### src/verilog/arsq_pkg.sv
// Package for the auto-reclose sequencer: register map, timing constants, state codes.
// Assumes a 20 MHz system clock and a classic Wishbone register bus.
`default_nettype none
package arsq_pkg;
    // ------------------------------------------------------------------
    // Timing
    // ------------------------------------------------------------------
    localparam int unsigned CLK_HZ = 20000000;
    localparam int unsigned TICK_US = 10000;
    localparam int unsigned TICK_CYCLES = CLK_HZ / 1000000 * TICK_US;
    localparam logic [15:0] DEAD_DEF = 16'h01f4;
    localparam logic [15:0] RECL_DEF = 16'h03e8;
    localparam logic [15:0] STD_DEF = 16'h0002;
    localparam logic [15:0] TIME_MIN = 16'h0002;
    localparam logic [15:0] TIME_MAX = 16'h7530;
    localparam int unsigned NSHOT = 5;

    // ------------------------------------------------------------------
    // Register map (byte offsets)
    // ------------------------------------------------------------------
    localparam logic [7:0] A_CTRL = 8'h00;
    localparam logic [7:0] A_STATUS = 8'h04;
    localparam logic [7:0] A_IRQ_ST = 8'h08;
    localparam logic [7:0] A_IRQ_MSK = 8'h0c;
    localparam logic [7:0] A_RECL = 8'h10;
    localparam logic [7:0] A_TOTAL = 8'h14;
    localparam logic [7:0] A_FAIL = 8'h18;
    localparam logic [7:0] A_TIMER = 8'h1c;
    localparam logic [7:0] A_DEAD0 = 8'h20;
    localparam logic [7:0] A_START0 = 8'h40;
    localparam logic [7:0] A_DISC0 = 8'h60;
    localparam logic [7:0] A_SCNT0 = 8'h80;
    localparam logic [4:0] CTRL_RST = 5'h01;
    localparam int unsigned NIRQ = 4;

    typedef enum logic [3:0] {
        ST_INIT, ST_RECLAIM, ST_READY, ST_WAIT_OPEN, ST_WAIT_CLOSE,
        ST_DISCR, ST_LOCKED, ST_FINAL_TRIP, ST_CB_FAIL, ST_INHIBIT
    } arsq_state_type;

    typedef enum logic [1:0] {
        TM_RECLAIM, TM_START, TM_DEAD, TM_DISCR
    } arsq_timer_type;

    // Clamps a written time setting into its legal range.
    function automatic logic [15:0] arsq_clamp(input logic [15:0] v);
        if (v < TIME_MIN) begin
            return TIME_MIN;
        end
        if (v > TIME_MAX) begin
            return TIME_MAX;
        end
        return v;
    endfunction
endpackage
`default_nettype wire

### src/verilog/arsq_tick.sv
// Divider that produces the 10 ms timebase enable.
// Assumes one free-running system clock.
`timescale 1ns/1ns
`default_nettype none
module arsq_tick #(
    parameter int unsigned DIV = arsq_pkg::TICK_CYCLES
) (
    // Clock and reset
    input wire logic clk_i,
    input wire logic rst_i,
    // Tick
    output logic tick_o
);
    import arsq_pkg::*;
    logic [23:0] cnt_r, cnt_nxt;

    // Counts down and pulses once per period.
    always_comb begin
        cnt_nxt = (cnt_r == 24'h000000) ? 24'(DIV - 1) : cnt_r - 24'h000001;
    end
    always_ff @(posedge clk_i) begin
        if (rst_i) begin
            cnt_r <= 24'(DIV - 1);
        end else begin
            cnt_r <= cnt_nxt;
        end
    end
    assign tick_o = (cnt_r == 24'h000000);
endmodule // arsq_tick
`default_nettype wire

### src/verilog/arsq_sync.sv
// Two-flop synchroniser for a bundle of pin inputs.
// Assumes inputs asynchronous to clk_i.
`timescale 1ns/1ns
`default_nettype none
module arsq_sync #(
    parameter int unsigned W = 5
) (
    // Clock and reset
    input wire logic clk_i,
    input wire logic rst_i,
    // Data
    input wire logic [W-1:0] d_i,
    output logic [W-1:0] q_o
);
    logic [W-1:0] s1_r, s2_r;

    // First stage feeds only the second stage.
    always_ff @(posedge clk_i) begin
        if (rst_i) begin
            s1_r <= '0;
            s2_r <= '0;
        end else begin
            s1_r <= d_i;
            s2_r <= s1_r;
        end
    end
    assign q_o = s2_r;
endmodule // arsq_sync
`default_nettype wire

### src/verilog/arsq_top.sv
// Auto-reclose sequencer with Wishbone register file and interrupt.
// Assumes breaker feedback, request lines and block input are async pins.
//
// Chosen here: the register offsets and the Wishbone register port.
`timescale 1ns/1ns
`default_nettype none
module arsq_top #(
    parameter int unsigned TICK_DIV = arsq_pkg::TICK_CYCLES
) (
    // Clock and reset
    input wire logic clk_i,
    input wire logic rst_i,
    // Wishbone slave
    input wire logic wb_cyc_i,
    input wire logic wb_stb_i,
    input wire logic wb_we_i,
    input wire logic [7:0] wb_adr_i,
    input wire logic [3:0] wb_sel_i,
    input wire logic [31:0] wb_dat_i,
    output logic [31:0] wb_dat_o,
    output logic wb_ack_o,
    // Protection inputs
    input wire logic [1:0] req_i,
    input wire logic block_i,
    input wire logic cb_open_i,
    input wire logic cb_closed_i,
    // Breaker commands
    output logic trip_command_output_o,
    output logic reclose_command_output_o,
    // Status
    output arsq_pkg::arsq_state_type state_o,
    output logic [2:0] shot_o,
    output logic irq_o
);
    import arsq_pkg::*;

    // ------------------------------------------------------------------
    // Input synchronisation and timebase
    // ------------------------------------------------------------------
    logic [4:0] pins_s;
    logic tick;
    logic [1:0] req_s;
    logic oc, blk, cbo, cbc;
    arsq_sync #(.W(5)) u_sync (
        .clk_i(clk_i),
        .rst_i(rst_i),
        .d_i({req_i, block_i, cb_open_i, cb_closed_i}),
        .q_o(pins_s)
    );
    arsq_tick #(.DIV(TICK_DIV)) u_tick (
        .clk_i(clk_i),
        .rst_i(rst_i),
        .tick_o(tick)
    );
    // Bundle order is request lines, block, breaker open, breaker closed.
    assign req_s = pins_s[4:3];
    assign blk = pins_s[2];
    assign cbo = pins_s[1];
    assign cbc = pins_s[0];
    assign oc = |req_s;

    // ------------------------------------------------------------------
    // Settings and counters
    // ------------------------------------------------------------------
    // Time settings are held in timebase ticks; line 1 shares the line 0 layout.
    logic [15:0] dead_r [NSHOT];
    logic [15:0] start_r [2][NSHOT];
    logic [15:0] disc_r [2][NSHOT];
    logic [15:0] scnt_r [2][NSHOT];
    logic [15:0] recl_r, total_r, fail_r;
    logic [NIRQ-1:0] ist_r, imsk_r;
    logic ctl_en_r;

    // ------------------------------------------------------------------
    // Sequencer
    // ------------------------------------------------------------------
    arsq_state_type st_r, st_nxt;
    arsq_timer_type tm_r, tm_nxt;
    logic [2:0] shot_r, shot_nxt;
    logic line_r, line_nxt;
    logic [15:0] tmr_r, tmr_nxt;
    logic trip_r, trip_nxt, clo_r, clo_nxt;
    logic ev_start, ev_fail, ev_ok, ev_final;
    // A sequence start, as opposed to the start of any later shot.
    logic ev_seq;
    logic expired;

    assign expired = (tmr_r == 16'h0000);

    // Next-state logic for the shot sequence.
    always_comb begin
        st_nxt = st_r;
        tm_nxt = tm_r;
        shot_nxt = shot_r;
        line_nxt = line_r;
        tmr_nxt = (tick && !expired) ? tmr_r - 16'h0001 : tmr_r;
        trip_nxt = trip_r;
        clo_nxt = clo_r;
        ev_start = 1'b0;
        ev_fail = 1'b0;
        ev_ok = 1'b0;
        ev_final = 1'b0;
        ev_seq = 1'b0;
        unique case (st_r)
            // Leaves init at once, ready or inhibited as the enable says.
            ST_INIT: begin
                st_nxt = ctl_en_r ? ST_READY : ST_INHIBIT;
                shot_nxt = 3'd1;
            end
            // Sequencer disabled; overcurrent is ignored here.
            ST_INHIBIT: begin
                if (ctl_en_r) begin
                    st_nxt = ST_READY;
                end
            end
            // Waits for a request at shot 1.
            ST_READY: begin
                if (!ctl_en_r) begin
                    st_nxt = ST_INHIBIT;
                end else if (oc) begin
                    line_nxt = !req_s[0];
                    shot_nxt = 3'd1;
                    tm_nxt = TM_START;
                    tmr_nxt = start_r[!req_s[0]][0];
                    st_nxt = ST_LOCKED;
                    ev_start = 1'b1;
                    ev_seq = 1'b1;
                end
            end
            ST_LOCKED: begin
                // Start delay running; current must persist.
                if (!oc) begin
                    st_nxt = ST_READY;
                end else if (expired) begin
                    trip_nxt = 1'b1;
                    st_nxt = ST_WAIT_OPEN;
                end
            end
            // Trip stands until the breaker reports open.
            ST_WAIT_OPEN: begin
                if (cbo) begin
                    trip_nxt = 1'b0;
                    tm_nxt = TM_DEAD;
                    tmr_nxt = dead_r[shot_r - 3'd1];
                    st_nxt = ST_WAIT_CLOSE;
                end
            end
            // Dead time runs; reclose stands until the breaker reports closed.
            ST_WAIT_CLOSE: begin
                if (clo_r && cbc) begin
                    clo_nxt = 1'b0;
                    tm_nxt = TM_DISCR;
                    tmr_nxt = disc_r[line_r][shot_r - 3'd1];
                    st_nxt = ST_DISCR;
                end else if (expired && !blk) begin
                    clo_nxt = 1'b1;
                end
            end
            // A fault still present at expiry fails this shot.
            ST_DISCR: begin
                if (!oc) begin
                    tm_nxt = TM_RECLAIM;
                    tmr_nxt = recl_r;
                    st_nxt = ST_RECLAIM;
                end else if (expired) begin
                    trip_nxt = 1'b1;
                    ev_fail = 1'b1;
                    if (shot_r == 3'(NSHOT)) begin
                        ev_final = 1'b1;
                        st_nxt = ST_FINAL_TRIP;
                    end else begin
                        shot_nxt = shot_r + 3'd1;
                        ev_start = 1'b1;
                        st_nxt = ST_WAIT_OPEN;
                    end
                end
            end
            // A returning fault goes back to discrimination of the same shot.
            ST_RECLAIM: begin
                if (oc) begin
                    tm_nxt = TM_DISCR;
                    tmr_nxt = disc_r[line_r][shot_r - 3'd1];
                    st_nxt = ST_DISCR;
                end else if (expired) begin
                    ev_ok = 1'b1;
                    shot_nxt = 3'd1;
                    st_nxt = ST_READY;
                end
            end
            // All shots used; waits for an open breaker and no fault.
            ST_FINAL_TRIP: begin
                if (cbo) begin
                    trip_nxt = 1'b0;
                    if (!oc) begin
                        shot_nxt = 3'd1;
                        st_nxt = ST_READY;
                    end
                end
            end
            // Not entered by this logic; recovers through init.
            ST_CB_FAIL: begin
                st_nxt = ST_INIT;
            end
        endcase
    end

    // Registers the sequencer; reset parks it in init at shot 1.
    always_ff @(posedge clk_i) begin
        if (rst_i) begin
            st_r <= ST_INIT;
            tm_r <= TM_RECLAIM;
            shot_r <= 3'd1;
            line_r <= 1'b0;
            tmr_r <= 16'h0000;
            trip_r <= 1'b0;
            clo_r <= 1'b0;
        end else begin
            st_r <= st_nxt;
            tm_r <= tm_nxt;
            shot_r <= shot_nxt;
            line_r <= line_nxt;
            tmr_r <= tmr_nxt;
            trip_r <= trip_nxt;
            clo_r <= clo_nxt;
        end
    end

    // ------------------------------------------------------------------
    // Breaker commands and status
    // ------------------------------------------------------------------
    assign trip_command_output_o = trip_r;
    assign reclose_command_output_o = clo_r;
    assign state_o = st_r;
    assign shot_o = shot_r;

    // ------------------------------------------------------------------
    // Wishbone register file
    // ------------------------------------------------------------------
    logic wr;
    logic [31:0] rdat, dat_r, dat_nxt;
    logic ack_r, ack_nxt;
    logic [2:0] gi;
    logic gl;
    logic [NIRQ-1:0] iev;

    // Writes need all byte lanes and land in the cycle the request is taken.
    // Line 1 slots fold onto shots by the slot index modulo five.
    assign wr = wb_cyc_i && wb_stb_i && wb_we_i && !ack_r && (&wb_sel_i);
    assign gi = 3'(wb_adr_i[4:2] % 3'd5);
    assign gl = wb_adr_i[4:2] >= 3'd5;
    assign iev = {ev_final, ev_ok, ev_fail, ev_start};

    // Read mux; unmapped offsets read zero.
    always_comb begin
        rdat = 32'h00000000;
        unique case (wb_adr_i[7:5])
            3'h0: begin
                unique case (wb_adr_i[4:2])
                    3'h0: rdat = {31'h0, ctl_en_r};
                    3'h1: rdat = {24'h0, 2'(tm_r), 3'(shot_r), 3'h0} | {28'h0, 4'(st_r)} << 8;
                    3'h2: rdat = {28'h0, ist_r};
                    3'h3: rdat = {28'h0, imsk_r};
                    3'h4: rdat = {16'h0, recl_r};
                    3'h5: rdat = {16'h0, total_r};
                    3'h6: rdat = {16'h0, fail_r};
                    default: rdat = {14'h0, 2'(tm_r), tmr_r};
                endcase
            end
            3'h1: rdat = (wb_adr_i[4:2] < 3'd5) ? {16'h0, dead_r[wb_adr_i[4:2]]} : 32'h0;
            3'h2: rdat = {16'h0, start_r[gl][gi]};
            3'h3: rdat = {16'h0, disc_r[gl][gi]};
            3'h4: rdat = {16'h0, scnt_r[gl][gi]};
            default: rdat = 32'h00000000;
        endcase
        ack_nxt = wb_cyc_i && wb_stb_i && !ack_r;
        dat_nxt = ack_nxt ? rdat : dat_r;
    end

    // Registers, counters and sticky interrupt bits; hardware set wins.
    always_ff @(posedge clk_i) begin
        if (rst_i) begin
            ack_r <= 1'b0;
            dat_r <= 32'h0;
            ctl_en_r <= 1'b1;
            recl_r <= RECL_DEF;
            total_r <= 16'h0;
            fail_r <= 16'h0;
            ist_r <= '0;
            imsk_r <= '0;
            for (int s = 0; s < NSHOT; s++) begin
                dead_r[s] <= DEAD_DEF;
                for (int l = 0; l < 2; l++) begin
                    start_r[l][s] <= STD_DEF;
                    disc_r[l][s] <= STD_DEF;
                    scnt_r[l][s] <= 16'h0;
                end
            end
        end else begin
            ack_r <= ack_nxt;
            dat_r <= dat_nxt;
            // Shot starts count per line and shot; only sequence starts count in total.
            if (ev_start) begin
                scnt_r[line_nxt][shot_nxt - 3'd1] <= scnt_r[line_nxt][shot_nxt - 3'd1] + 16'h1;
            end
            if (ev_seq) begin
                total_r <= total_r + 16'h1;
            end
            if (ev_fail) begin
                fail_r <= fail_r + 16'h1;
            end
            ist_r <= (wr && wb_adr_i == A_IRQ_ST) ? ((ist_r & ~wb_dat_i[NIRQ-1:0]) | iev)
                                                 : (ist_r | iev);
            if (wr) begin
                unique case (wb_adr_i[7:5])
                    3'h0: begin
                        if (wb_adr_i == A_CTRL) begin
                            ctl_en_r <= wb_dat_i[0];
                        end
                        if (wb_adr_i == A_IRQ_MSK) begin
                            imsk_r <= wb_dat_i[NIRQ-1:0];
                        end
                        if (wb_adr_i == A_RECL) begin
                            recl_r <= arsq_clamp(wb_dat_i[15:0]);
                        end
                    end
                    3'h1: begin
                        if (wb_adr_i[4:2] < 3'd5) begin
                            dead_r[wb_adr_i[4:2]] <= arsq_clamp(wb_dat_i[15:0]);
                        end
                    end
                    3'h2: start_r[gl][gi] <= arsq_clamp(wb_dat_i[15:0]);
                    3'h3: disc_r[gl][gi] <= arsq_clamp(wb_dat_i[15:0]);
                    default: begin
                    end
                endcase
            end
        end
    end

    // Bus answer and read data come straight from flip-flops.
    assign wb_ack_o = ack_r;
    assign wb_dat_o = dat_r;
    assign irq_o = |(ist_r & imsk_r);
endmodule // arsq_top
`default_nettype wire

### config.mk
export PLATFORM = sky130hd
export DESIGN_NAME = arsq_top
export DESIGN_NICKNAME = d
export VERILOG_FILES = /design/src/verilog/arsq_pkg.sv /design/src/verilog/arsq_tick.sv /design/src/verilog/arsq_sync.sv /design/src/verilog/arsq_top.sv
export SDC_FILE = /design/constraint.sdc
export NUM_CORES = 2
export LEC_CHECK = 0
export ABC_AREA = 1
export BUFFER_PORTS_ARGS = -buffer_cell sky130_fd_sc_hd__buf_2
export CORE_ASPECT_RATIO = 0.5
export CORE_MARGIN = 5
export CORE_UTILIZATION = 25
export DETAILED_ROUTE_END_ITERATION = 12
export PLACE_DENSITY = 0.35
export SLEW_MARGIN = 20
export SYNTH_ARGS = -nofsm -noshare
export SYNTH_HDL_FRONTEND = slang
export SYNTH_SLANG_ARGS = --single-unit
### constraint.sdc
create_clock -name clk_i -period 6 [get_ports clk_i]
set_clock_uncertainty 0.15 [all_clocks]
set_input_delay 1.5 -clock clk_i [delete_from_list [all_inputs] [get_ports clk_i]]
set_output_delay 1.5 -clock clk_i [all_outputs]
set_load 0.005 [all_outputs]
; ---- After elaboration in Yosys (flattened, before gate mapping)
; Memory sizes are Yosys's and may differ from the RTL's. A register that Yosys moved wholly into a read port is not among the register bits.
; Index checks and enable logic that the tools add are counted.
[totals]
register_bits = 152
ram_bits = 560
inputBits = 54
output_inout_bits = 43
elab_cells = 303
n_memories = 4
[classes]
n_addsub = 8
div_mod_pow = 1
magnitude_cmp = 9
n_eq_ne = 39
n_mux = 174
bitwise_logic = 9
reduce_logical = 41
[memory_table]
columns = name, depth, word_bits, read_ports, rd_ports_with_merged_regs, write_ports, line_no
row1 = disc_r, 2, 80, 2, 1, 2, arsq_top.sv:68  ; logic [15:0] disc_r [2][NSHOT];
row2 = scnt_r, 2, 80, 2, 0, 2, arsq_top.sv:69  ; logic [15:0] scnt_r [2][NSHOT];
row3 = start_r, 2, 80, 2, 0, 2, arsq_top.sv:67  ; logic [15:0] start_r [2][NSHOT];
row4 = dead_r, 5, 16, 2, 0, 5, arsq_top.sv:66  ; logic [15:0] dead_r [NSHOT];
[ops]
columns = cell, count
row1 = two-way mux 80 bit, 9
row2 = two-way mux 16 bit, 41
row3 = binary-select mux 16 bit (select 3 bit), 5
row4 = OR reduction 80 bit, 3
row5 = case mux 32 bit (5 select lines), 1
row6 = case mux 18 bit (7 select lines), 1
row7 = demux 16 bit (select 3 bit), 2
row8 = case mux 16 bit (5 select lines), 1
row9 = two-way mux 1 bit, 77
row10 = two-way mux 4 bit, 15
row11 = adder 16 x 1 -> 16 bit (second input constant), 3
row12 = case mux 4 bit (10 select lines), 1
row13 = two-way mux 3 bit, 11
row14 = zero test 24 bit, 1
row15 = subtractor 24 x 1 -> 24 bit (second input constant), 1
row16 = equality test 4 x 3 -> 1 bit (second input constant), 4
row17 = equality test 8 x 4 -> 1 bit (second input constant), 2
row18 = greater-than comparator 16 x 15 -> 1 bit (second input constant), 1
row19 = zero test 16 bit, 1
row20 = less-than comparator 16 x 2 -> 1 bit (second input constant), 1
row21 = OR reduction 16 bit, 1
row22 = subtractor 16 x 1 -> 16 bit (second input constant), 1
row23 = equality test 3 bit (second input constant), 5
row24 = case mux 3 bit (5 select lines), 1
row25 = other kinds (38), 92

; ---- Longest topological paths before layout
[depth]
ltp_word = 18
ltp_mapped = 28
depth_no_buf = 25

; ---- Hierarchy
; From an unflattened synthesis, not the netlist that was laid out.
[unflattened]
hier_cells = 4402
area_unflattened_um2 = 38903.6
[modules_own_cells]
columns = mod, n_inst, cells_each, area_each_um2, seq_area_each_um2
row1 = arsq_top, 1, 4186, 37263.2, 20339.5
row2 = arsq_tick, 1, 185, 1353.8, 480.5
row3 = arsq_sync, 1, 31, 286.5, 200.2

; ---- Least setup slack after synthesis
; Ideal clock, no wire load.
[synth_timing]
path_kind = register to register
from = register shot_r[0], in the netlist shot_o[0]
to = memory scnt_r[1][58] (netlist name) (data pin)
setup_ns = 0.267
arrival_ns = 4.600
path_slack_ns = 0.983
path_stages_with_launch = 25
path_buffers = 8
period_less_slack_ns = 5.017
path_cell_list = dfxtp_1 > clkbuf_1 > inv_2 > buf_1 > buf_1 > ha_1 > clkbuf_1 > clkbuf_1 > clkbuf_1 > a32oi_1 > ha_1 > clkbuf_1 > nand4_1 > nand2_1 > nand2_1 > nor2_2 > clkbuf_1 > ha_1 > nand3_2 > inv_1 > nand2_2 > nor2_1 > nand2_1 > nand2_2 > nor2_1
[synth_rtl]
columns = element, line_no
row1 = from (decl), arsq_top.sv:79  ; logic [2:0] shot_r, shot_nxt;
row2 = from (signal assigned), arsq_top.sv:220  ; shot_r <= shot_nxt;
row3 = to (decl), arsq_top.sv:69

==> results.py <==
metrics = {
    "routing": {
        "ant_nets": 0,
        "drtIter0Drc": 3506,
        "wl_per_cell_um": 26.1,
        "routed_wl_mm": 172,
        "drc": 0,
        "vias": 33600,
        "firstDrtPassIters": 5,
        "viasPerCell": 5.08,
    },
    "critical_path": {
        "worstSetupPathType": "in2reg",
        "worstSetupStartpointType": "primary input",
        "path_max_fanout": 16,
        "r2r_end": "scnt_r[0][54]",
        "ff2ff_setup_slack_ns": 1.05,
        "reg2reg_depth": 18,
        "arrival_ns": 5.27,
        "timing.rr.start": "tmr_r[0]",
        "cp.required_ns": 6.16,
        "end_kind": "flop",
        "crit_start": "wb_adr_i[3]",
    },
    "synthesis": {
        "synth_compound_gate_area_share_pct": 16.6,
        "synthTopCellsByArea": "edfxtp_1 (47%), nor2_1 (7.3%), dfxtp_1 (7.2%), nand2_1 (7.0%), o21ai_0 (4.5%)",
        "syn_area_um2": 38500,
        "synth_seq_area_share_pct": 54.6,
        "synth-main-ff-cell": "edfxtp_1",
        "yosys_warnings": 0,
        "syn_area_per_cell_um2": 8.84,
        "synthAdderAreaFrac_pct": 0.455,
        "synth_edf_count": 608,
        "syn-instance-count": 4360,
        "synth_xor_area_share_pct": 0.867,
        "synth_top_cell_area_share_pct": 47.4,
        "synth_mux_area_share_pct": 0.130,
        "synth_cell_type_count": 64,
        "synth_seq_cells": 746,
        "synth-simple-area-share_pct": 20.4,
        "ys_async_sr_fraction_pct": 0,
        "synth_top_family_by_area": "simple AND/OR/NAND/NOR gates",
        "synth_area_leader_cell": "edfxtp_1",
    },
    "clock_tree": {
        "clock_latency_ns": 0.70,
        "cts_resized": 0,
        "cts.htree.levels": 3,
        "hold_buffers": 0,
        "clk_pin_slew_worst_paths_ns": 0.06,
        "cts_setup_buffers": 0,
        "clock-sinks": 746,
        "ctsRootBufferMaster": "clkbuf_16",
        "clockBufferDepth": 3,
        "cts_made_buffers": 83,
        "tritoncts": "built",
    },
    "layout": {
        "fill_cells": 16200,
        "final_cells": 6600,
        "final_layout_size_suffix_gt1_share_pct": 11.8,
        "layout_common_cells": "nor2_1 (736), nand2_1 (717), edfxtp_1 (608)",
        "area_delta_synth_final_pct": 16.5,
        "final_common_cell": "nor2_1",
        "final_nets": 4536,
    },
    "timing": {
        "setup_slack_ns": 0.890,
        "slew_violations": 0,
        "setup_viol": 0,
        "slew-limit-headroom_pct": 18.4,
        "clock.fmax_mhz": 196,
        "finalHoldViolations": 0,
        "fin_tns_setup_ns": 0,
        "finalCriticalPeriod_ns": 5.11,
        "rsz0062_at_grt": "no",
        "period_share_pct": 85.2,
        "worst_slew_pin_slew_ns": 1.21,
    },
    "placed_design": {
        "port_buffers": 66,
        "dp.cells": 6443,
        "dp_hpwl_mm": 115,
        "place_ws_ns": 0.184,
        "gp_congestion": 0.881,
    },
    "global_routing": {
        "first_global_vias": 32300,
        "grt_start_max_net_pins": 124,
        "grt-ovfl-total": 0,
        "grt_pass1_wl_mm": 242,
        "grt_usage_pct": 20.6,
        "antenna_found_initial": 13,
    },
    "power": {
        "p_sw_share_pct": 42.1,
        "p_int_uw": 10500,
        "peakVddDrop_uv": 399,
        "p_leak_uw": 0.0165,
        "power_frac_comb_pct": 36.5,
        "power_switching_uw": 7670,
        "clock_power_share_pct": 30.6,
        "pwr_density_cell_nw_per_um2": 406,
        "seq_power_share_pct": 32.8,
        "p_total_uw": 18200,
    },
    "floorplanning": {
        "core_area_um2": 152000,
        "die_area_um2": 163000,
        "dieHeight_um": 288,
        "num_rows": 101,
        "initial_core_util_pct": 25.3,
        "ioPinCount": 97,
        "die_w_um": 565,
    },
    "hold_path": {
        "whs_endpoint": "u_sync.q_o[1]",
        "hold-path-cell-count": 2,
        "min_from": "u_sync.s1_r[1]",
        "hold_class": "reg2reg",
    },
    "flow_run": {
        "maxCapViolCount": 0,
    },
    "run_status": {
        "outcome": "finished clean",
    },
}
## layer usage
metal  GRT usage (%)  wire (um)
met1            29.6      80800
met2            32.2      76100
met3            4.18      11900
met4            3.92       3310
met5               0          0
## flip-flops by register name, indices dropped and copies added (netlist names), 5 cells and up
register,flops
tmr_r,16
u_tick.cnt_r,24
scnt_r,160
wb_dat_o,18
start_r,160
fail_r,16
u_sync.s1_r,5
disc_r,160
u_sync.q_o,5
recl_r,16
total_r,16
dead_r,128
## worst max-delay path: stages
cell	delay, ns
buf_2	0.16
inv_1	0.11
ha_1	0.31
nand2_1	0.13
inv_1	0.14
nor2_4	0.50
nand2_4	0.19
nand2_1	0.16
inv_1	0.35
nor2_1	0.19
inv_1	0.13
nor2_1	0.17
nand2_1	0.12
nor2_1	0.14
inv_1	0.28
nand2_1	0.67
## Yosys cell counts (39+ instances only)
| master | instances |
|---|---|
| a21oi_1 | 270 |
| a221oi_1 | 43 |
| a22oi_1 | 47 |
| clkbuf_1 | 227 |
| dfxtp_1 | 138 |
| edfxtp_1 | 608 |
| inv_1 | 319 |
| nand2_1 | 721 |
| nand3_1 | 153 |
| nand4_1 | 39 |
| nor2_1 | 747 |
| nor3_1 | 59 |
| o21ai_0 | 349 |
| o221ai_1 | 94 |
| o22ai_1 | 121 |
| or2_2 | 45 |
## stage by stage
step	util [%]	cell area [um^2]	hold slack, ns
6_report	29.5	44900	0.249
5_1_grt	29.5	44900	0.260
4_1_cts	29.4	44900	0.254
3_5_place_dp	27.6	42000	0.247
3_3_place_gp	27.6	42000	0.246
2_1_floorplan	-	38900	0.230
## worst max-delay path by stage
stage | to | slack (ns) | cells after the start
2_1_floorplan | scnt_r[1][58] | 0.98 | 24
3_3_place_gp | start_r[0][2] | 0.24 | 15
3_5_place_dp | start_r[0][2] | 0.18 | 16
4_1_cts | start_r[0][6] | 0.91 | 16
5_1_grt | start_r[0][5] | 0.65 | 16
6_report | start_r[0][0] | 0.89 | 16
## kinds of logic after synthesis
logic type	Yosys count
simple gates	1862
compound gates	1049
xor+xnor	27
flops	746
buf+inv	656
other cells	1
fa+ha+maj	14
mux	5
## final cells by class
type	instances	area (um^2)	share of cell area, %
flip-flops and latches	746	21000	46.8
multi-input cells	3047	15300	34.1
well taps	2060	2580	5.74
clock buffers	102	2250	5.02
repair buffers	240	1760	3.93
inverters	350	1320	2.94
clock inverters	51	613	1.37
diodes	4	10.0	0.0223
## power groups by stage
stage / logic (uW) / clock network (uW) / registers, uW
final: 6660 / 5580 / 5980
after global routing: 7160 / 5910 / 6010
after CTS: 6670 / 5700 / 5980
after detailed placement: 6650 / 0 / 6090
after global placement: 6650 / 0 / 6090
after floorplan: 4090 / 0 / 6030
Power figures use the tool's default switching activity.
